File: config.mk
export PLATFORM = sky130hd
export DESIGN_NAME = asram_ctrl
export DESIGN_NICKNAME = d
export VERILOG_FILES = /design/src/asram_pkg.sv /design/src/asram_ctrl.sv /design/src/asram_timer.sv
export SDC_FILE = /design/constraint.sdc
export NUM_CORES = 1
export LEC_CHECK = 0
export BUFFER_PORTS_ARGS = -buffer_cell sky130_fd_sc_hd__buf_2
export CAP_MARGIN = 20
export CORE_MARGIN = 2
export CORE_UTILIZATION = 55
export DETAILED_ROUTE_END_ITERATION = 12
export GPL_TIMING_DRIVEN = 0
export PLACE_DENSITY = 0.94
export SYNTH_ARGS = -nofsm -noshare
export SYNTH_HDL_FRONTEND = slang
export SYNTH_SLANG_ARGS = --single-unit
File: constraint.sdc
create_clock -name clk_i -period 6.3 [get_ports clk_i]
set_clock_uncertainty 0.1 [all_clocks]
set_input_delay 0.315 -clock clk_i [delete_from_list [all_inputs] [get_ports clk_i]]
set_output_delay 0.315 -clock clk_i [all_outputs]
set_load 0.02 [all_outputs]
File: src/asram_pkg.sv
// Package for the asynchronous SRAM host controller: timing, pin bundles, states.
// Assumes a single 250 MHz clock; all pin timing is counted in whole cycles.
package asram_pkg;

    // ****************************************
    // Clock and geometry
    // ****************************************
    localparam int CLK_PERIOD_PS = 4000;
    localparam int ADDR_W        = 19;
    localparam int DATA_W        = 16;
    localparam int LANE_W        = 8;

    // ****************************************
    // Timing figures in ns (faster grade defaults) and ms
    // ****************************************
    localparam int T_ACC_NS      = 70;   // Access from address/select/lane
    localparam int T_OE_ACC_NS   = 35;   // Access from output enable
    localparam int T_DIS_NS      = 25;   // Output release after deassert
    localparam int T_WSETUP_NS   = 65;   // Address/select setup to write end
    localparam int T_DSETUP_NS   = 35;   // Data setup to write end
    localparam int T_ENTRY_NS    = 0;    // Retention entry margin
    localparam int T_EXIT_MS     = 5;    // Retention exit wait

    // Least times round up to whole cycles, never below one
    function automatic int ns_to_cyc(input int ns);
        int c;
        c = (ns * 1000 + CLK_PERIOD_PS - 1) / CLK_PERIOD_PS;
        return (c < 1) ? 1 : c;
    endfunction

    localparam int ACC_CYC    = ns_to_cyc(T_ACC_NS);
    localparam int OE_CYC     = ns_to_cyc(T_OE_ACC_NS);
    localparam int DIS_CYC    = ns_to_cyc(T_DIS_NS);
    localparam int WSETUP_CYC = ns_to_cyc(T_WSETUP_NS);
    localparam int DSETUP_CYC = ns_to_cyc(T_DSETUP_NS);
    localparam int ENTRY_CYC  = ns_to_cyc(T_ENTRY_NS);
    localparam int EXIT_CYC   = T_EXIT_MS * 1000000 / (CLK_PERIOD_PS / 1000);
    localparam int CNT_W      = 24;

    // ****************************************
    // Pin bundle towards the memory
    // ****************************************
    typedef struct packed {
        logic [ADDR_W-1:0] addr;
        logic              select_one_n;
        logic              select_two;
        logic              lower_lane_enable_n;
        logic              upper_lane_enable_n;
        logic              write_n;
        logic              output_enable_n;
    } asram_pins_s;

    localparam asram_pins_s PINS_IDLE = '{addr: '0, select_one_n: 1'b1, select_two: 1'b0,
                                          lower_lane_enable_n: 1'b1, upper_lane_enable_n: 1'b1,
                                          write_n: 1'b1, output_enable_n: 1'b1};

    typedef enum logic [7:0] {
        ST_IDLE   = 8'h01,
        ST_RD     = 8'h02,
        ST_WR     = 8'h04,
        ST_WREND  = 8'h08,
        ST_TURN   = 8'h10,
        ST_RETIN  = 8'h20,
        ST_RET    = 8'h40,
        ST_RECOV  = 8'h80
    } asram_state_e;

endpackage

File: src/asram_ctrl.sv
// Host-side controller for an asynchronous 512K x 16 SRAM with two selects and two lanes.
// Assumes synchronous user requests and a memory wired to the pin outputs; the testbench
// resolves the shared data lines from data_oe_o and the memory's own drive.
//
// What this block does
// - Controller never drives data lines while the memory may drive them.
// - Address stable at least write setup time before write strobe rises.
// - Selects and chosen lanes active at least write setup time before write end.
// - In lane-controlled retention, selects are held at full steady rail levels.
// - In select-one retention, select two is held steady at a rail.
// - Deselect is established no later than supply drop, margin zero.
// - After supply returns, wait five ms before deselect release and accesses.
// - Address presented in the same edge the write strobe falls and held unchanged until it ends.
`timescale 1ns/1ps
module asram_ctrl
    import asram_pkg::*;
#(
    parameter int EXIT_CYCLES = EXIT_CYC
) (
    // Clock and reset
    input  wire logic              clk_i,
    input  wire logic              rst_n_i,
    // User request
    input  wire logic              req_valid_i,
    input  wire logic              req_write_i,
    input  wire logic [ADDR_W-1:0] req_addr_i,
    input  wire logic [DATA_W-1:0] req_wdata_i,
    input  wire logic [1:0]        req_lanes_i,
    output logic                   req_ready_o,
    // Read answer
    output logic                   rsp_valid_o,
    output logic [DATA_W-1:0]      rsp_rdata_o,
    // Retention control
    input  wire logic              retain_req_i,
    output logic                   retain_safe_o,
    output logic                   retain_busy_o,
    // Memory pins
    output asram_pins_s            pins_o,
    output logic [DATA_W-1:0]      data_o,
    output logic                   data_oe_o,
    input  wire logic [DATA_W-1:0] data_i
);

    // ****************************************
    // State and timer
    // ****************************************
    asram_state_e state;
    asram_state_e next_state;
    logic         tmr_load;
    logic [CNT_W-1:0] tmr_value;
    logic         tmr_done;
    logic [1:0]   lanes;

    asram_timer #(.W(CNT_W)) u_timer (
        .clk_i   (clk_i),
        .rst_n_i (rst_n_i),
        .load_i  (tmr_load),
        .value_i (tmr_value),
        .done_o  (tmr_done)
    );

    // Lane-mask decode, used for both pins and read-data merge
    function automatic logic lane_on(input logic [1:0] m, input int i);
        return m[i];
    endfunction

    assign req_ready_o   = (state == ST_IDLE) && !retain_req_i;
    assign retain_busy_o = (state == ST_RETIN) || (state == ST_RET) || (state == ST_RECOV);

    // ****************************************
    // Next state
    // ****************************************
    always_comb begin
        next_state = state;
        tmr_load   = 1'b0;
        tmr_value  = '0;
        case (state)
            ST_IDLE: begin
                if (retain_req_i) begin
                    next_state = ST_RETIN;
                    tmr_load   = 1'b1;
                    tmr_value  = CNT_W'(ENTRY_CYC);
                end else if (req_valid_i && req_lanes_i != 2'b00) begin
                    tmr_load = 1'b1;
                    if (req_write_i) begin
                        next_state = ST_WR;
                        tmr_value  = CNT_W'(WSETUP_CYC);
                    end else begin
                        next_state = ST_RD;
                        tmr_value  = CNT_W'(ACC_CYC);
                    end
                end
            end
            ST_RD: begin
                if (tmr_done) begin
                    next_state = ST_TURN;
                    tmr_load   = 1'b1;
                    tmr_value  = CNT_W'(DIS_CYC);
                end
            end
            ST_WR: begin
                if (tmr_done) begin
                    next_state = ST_WREND;
                end
            end
            ST_WREND: begin
                next_state = ST_IDLE;
            end
            ST_TURN: begin
                if (tmr_done) begin
                    next_state = ST_IDLE;
                end
            end
            ST_RETIN: begin
                if (tmr_done) begin
                    next_state = ST_RET;
                end
            end
            ST_RET: begin
                if (!retain_req_i) begin
                    next_state = ST_RECOV;
                    tmr_load   = 1'b1;
                    tmr_value  = CNT_W'(EXIT_CYCLES);
                end
            end
            ST_RECOV: begin
                if (tmr_done) begin
                    next_state = ST_IDLE;
                end
            end
            default: begin
                next_state = ST_IDLE;
            end
        endcase
    end

    always_ff @(posedge clk_i) begin
        if (!rst_n_i) begin
            state <= ST_IDLE;
        end else begin
            state <= next_state;
        end
    end

    // ****************************************
    // Pin drive
    // ****************************************
    // Address, selects and lanes are set in the same edge the access starts and held
    // until it ends; the write strobe falls together with them, never before.
    always_ff @(posedge clk_i) begin
        if (!rst_n_i) begin
            pins_o <= PINS_IDLE;
            lanes  <= 2'b00;
        end else if (state == ST_IDLE && next_state inside {ST_RD, ST_WR}) begin
            pins_o.addr                <= req_addr_i;
            pins_o.select_one_n        <= 1'b0;
            pins_o.select_two          <= 1'b1;
            pins_o.lower_lane_enable_n <= !lane_on(req_lanes_i, 0);
            pins_o.upper_lane_enable_n <= !lane_on(req_lanes_i, 1);
            pins_o.write_n             <= !req_write_i;
            pins_o.output_enable_n     <= req_write_i;
            lanes                      <= req_lanes_i;
        end else if (next_state == ST_WREND || next_state == ST_TURN) begin
            // Write strobe rises while address and selects still stand
            pins_o.write_n             <= 1'b1;
            pins_o.output_enable_n     <= 1'b1;
        end else if (state == ST_WREND || next_state == ST_IDLE || next_state == ST_RETIN) begin
            // Full deselect; select two low is a steady rail level for retention
            pins_o.select_one_n        <= 1'b1;
            pins_o.select_two          <= 1'b0;
            pins_o.lower_lane_enable_n <= 1'b1;
            pins_o.upper_lane_enable_n <= 1'b1;
            pins_o.write_n             <= 1'b1;
            pins_o.output_enable_n     <= 1'b1;
        end
    end

    // ****************************************
    // Data lines
    // ****************************************
    // Drive from the write strobe fall until the deselect edge one cycle after it rises; the read
    // turn-around waits out the memory's disable time before any later write can drive.
    always_ff @(posedge clk_i) begin
        if (!rst_n_i) begin
            data_o    <= '0;
            data_oe_o <= 1'b0;
        end else if (state == ST_IDLE && next_state == ST_WR) begin
            data_o    <= req_wdata_i;
            data_oe_o <= 1'b1;
        end else if (state == ST_WREND) begin
            data_oe_o <= 1'b0;
        end
    end

    // ****************************************
    // Read capture
    // ****************************************
    // Sampled only after the worst-case access time; unselected lanes read as zero.
    always_ff @(posedge clk_i) begin
        if (!rst_n_i) begin
            rsp_valid_o <= 1'b0;
            rsp_rdata_o <= '0;
        end else begin
            rsp_valid_o <= (state == ST_RD) && tmr_done;
            if ((state == ST_RD) && tmr_done) begin
                for (int i = 0; i < 2; i++) begin
                    rsp_rdata_o[i*LANE_W +: LANE_W] <= lane_on(lanes, i) ?
                                                      data_i[i*LANE_W +: LANE_W] : '0;
                end
            end
        end
    end

    // Supply may drop once the deselect has settled
    always_ff @(posedge clk_i) begin
        if (!rst_n_i) begin
            retain_safe_o <= 1'b0;
        end else begin
            retain_safe_o <= (state == ST_RET);
        end
    end

endmodule

File: src/asram_timer.sv
// Down-counter used for every pin-timing interval of the controller except the one-cycle write end in ST_WREND.
// Assumes load and count come from one clock domain.
`timescale 1ns/1ps
module asram_timer
    import asram_pkg::*;
#(
    parameter int W = CNT_W
) (
    // Clock and reset
    input  wire logic         clk_i,
    input  wire logic         rst_n_i,
    // Control
    input  wire logic         load_i,
    input  wire logic [W-1:0] value_i,
    // Status
    output logic              done_o
);
    logic [W-1:0] count;

    always_ff @(posedge clk_i) begin
        if (!rst_n_i) begin
            count <= '0;
        end else if (load_i) begin
            count <= value_i;
        end else if (count != '0) begin
            count <= count - W'(1);
        end
    end

    // Done in the cycle the count reaches zero and while it stays there; it does not
    // look at load_i, since the controller reloads on done and that would form a loop
    assign done_o = (count == '0);
endmodule

==> metrics.csv <==
metric;value;unit
status;complete, no violations;
arrival time at the worst endpoint;2960;ps
Worst R2R End;u_timer.count[11];
setup ws final;3470;ps
leading area contributor after synthesis;dfxtp_1;
Rows;31;
Final Slew Violations;0;
top post-synthesis cells by count;nand2_1 (109), dfxtp_1 (94), a21oi_1 (72);
reg2reg start;state[7];
Layout area overhead;23.5;%
Setup Buffers After CTS;0;
area of the multi-input gates;0.00201;sq mm
hold depth;3;
drt drc;0;
synthesis warning total;0;
Max Cap Viol;0;
layout cells sized above 1;25.8;%
cell count after synthesis;498;
largest net degree at the start of global routing;17;
critical path class;flop to flop;
fraction of the cycle the final worst path needs;44.9;%
hpwl dp;8150;um
syn nets;557;
CP Capture Type;flop;
H-tree depth;3;
Final Hold Vio Count;0;
Min-Delay Path Class;primary input to flop;
Async S/R FF share, synth;0;%
Max IR drop VDD;0.000217;V
clk root buf;clkbuf_8;
first-pass GRT wire length;17800;um
CP Launch Type;flop;
worst hold endpoint;pins_o[20];
NumNets Final;687;
GRT Util Overall;28.6;%
Num CTS Buffers;9;
number of synthesized register bits;94;
FMAX;354;MHz
vias;4175;
synth top area cells;dfxtp_1 (47%), nand2_1 (10%), a21oi_1 (8.9%);
diodes inserted;0;
RSZ-0062 raised after global routing;no;
Clock Path Buffers;2;
io pins;120;
starting density of the core;56.3;%
post-cts repair resize count;0;
Die Ht;89.7;um
Fillers;518;
clk slew on worst S/H paths;100;ps
Slew @ Worst Pin;666;ps
CTS tree;yes;
Final Setup Violations;0;
Detail Route Antenna Nets;0;
Placement Setup Slack;3620;ps
clk_lat worst skew;370;ps
GP Congestion;0.913;
DR WL/cell;15.5;um
Leak;2.09;nW
initial antenna violation count;0;
CP Data Required Time;6430;ps
number of global-route vias before repair;3835;
Hold Buf Count CTS;0;
r2r setup slk;3470;ps
FF+latch area;0.00188;sq mm
Setup TNS Final;0;ps
hold path startpoint;req_addr_i[14];
Power per Cell Area;443;mW/mm^2
Final min period;2830;ps
total core area;0.00718;sq mm
Synth Flop Type;dfxtp_1;
share of the synthesized area in the top cell type;46.6;%
width of the die;89.7;um
port bufs;119;
Cell Area, Synth;0.00404;sq mm
syn_area_per_cell;8.11;sq um
number of distinct library cells after synthesis;56;
post-synthesis sequential area ratio;46.6;%
WL final;11300;um
CTS Sinks;94;
via/cell ratio;5.70;
most frequent cell after synthesis;nand2_1;
Detailed Route Iter0 Violations;326;
die area;0.00804;sq mm
reg2reg path depth;8;
drt pass-1 iters;5;
global route overflow;0;
Slew headroom;55.3;%
Post-synth EDFFs;0;
Max FO, Critical Path;10;
## layer usage
| metal | share of wire, % | GRT usage [%] | wire length (um) |
|---|---|---|---|
| met5 | 0 | 0 | 0 |
| met4 | 2.3 | 11.9 | 263 |
| met3 | 9.2 | 6.58 | 1040 |
| met2 | 49 | 47.5 | 5540 |
| met1 | 40 | 35.7 | 4470 |
## power breakdown
| part | switching, W | internal (W) |
|---|---|---|
| clock network | 0.000223 | 0.000237 |
| logic | 0.000593 | 0.000372 |
| registers | 0.0000986 | 0.000684 |
| total | 0.000915 | 0.00129 |
## kinds of logic after synthesis
| group | synth area share, % |
|---|---|
| compound gates | 15.1 |
| buf+inv | 3.60 |
| simple gates | 30.2 |
| flops | 46.6 |
| xor+xnor | 4.12 |
| fa+ha+maj | 0.310 |
## cell type report
cell class              instances  share of cell area (%)
multi-input cells             368                    40.3
flip-flops and latches         94                    37.8
repair buffers                119                    11.9
clock buffers                  10                    2.76
plain buffers                  31                    2.54
well taps                      99                    2.48
clock inverters                 6                    1.83
inverters                       5                   0.377
## flip-flops by register name, indices dropped and copies added (netlist names)
| name | flops |
|---|---|
| pins_o | 25 |
| lanes | 2 |
| rsp_rdata_o | 16 |
| rsp_valid_o | 1 |
| data_o | 16 |
| data_oe_o | 1 |
| retain_safe_o | 1 |
| u_timer.count | 24 |
| state | 8 |
## placed cells by master (no fill, tap or decap), types with 3 or more instances in the layout
cell        n
a21oi_1    72
and3_1      4
buf_2     127
clkbuf_1   23
clkbuf_8   10
dfxtp_1    94
inv_1       5
nand2_1   109
nand2b_1    4
nand3_1    24
nand4_1     6
nor2_1     42
nor3_1     13
nor3_2      4
nor3b_1     3
nor4_1      4
nor4_2      3
o21a_1      4
o21ai_0     5
or3_1       7
or4_1       4
xnor2_1     5
xor2_1     14
## critical path, cell delays in order (launching register included)
cell and delay, ps:
dfxtp_1 310, clkbuf_1 170, nor3_2 340, nand2_1 180
nor3b_4 360, nand2_1 310, nand3_1 300, clkbuf_1 480
nor2_1 130
## how the worst max path moves through the flow
| stage | to | cells after the start | startpoint |
|---|---|---|---|
| floorplan | u_timer.count[6] | 9 | u_timer.count[0] |
| global placement | u_timer.count[3] | 8 | state[7] |
| detailed placement | u_timer.count[8] | 8 | state[7] |
| CTS | u_timer.count[11] | 8 | state[7] |
| global route | u_timer.count[8] | 8 | state[7] |
| finish | u_timer.count[11] | 8 | state[7] |
## per-stage QoR
| stage | util [%] | cell area (sq um) | instances | hold slack (ps) | total power (W) |
|---|---|---|---|---|---|
| 6_report | 69.5 | 4980 | 732 | 77.9 | 0.00221 |
| 3_5_place_dp | 66.3 | 4760 | 716 | 342 | 0.00172 |
| 2_1_floorplan | - | 4040 | 498 | 351 | 0.00151 |
| 3_3_place_gp | 66.3 | 4760 | 716 | 335 | 0.00168 |
| 4_1_cts | 69.5 | 4980 | 732 | 77.9 | 0.00219 |
| 5_1_grt | 69.5 | 4980 | 732 | 77.2 | 0.00233 |
Power figures use the tool's default switching activity.
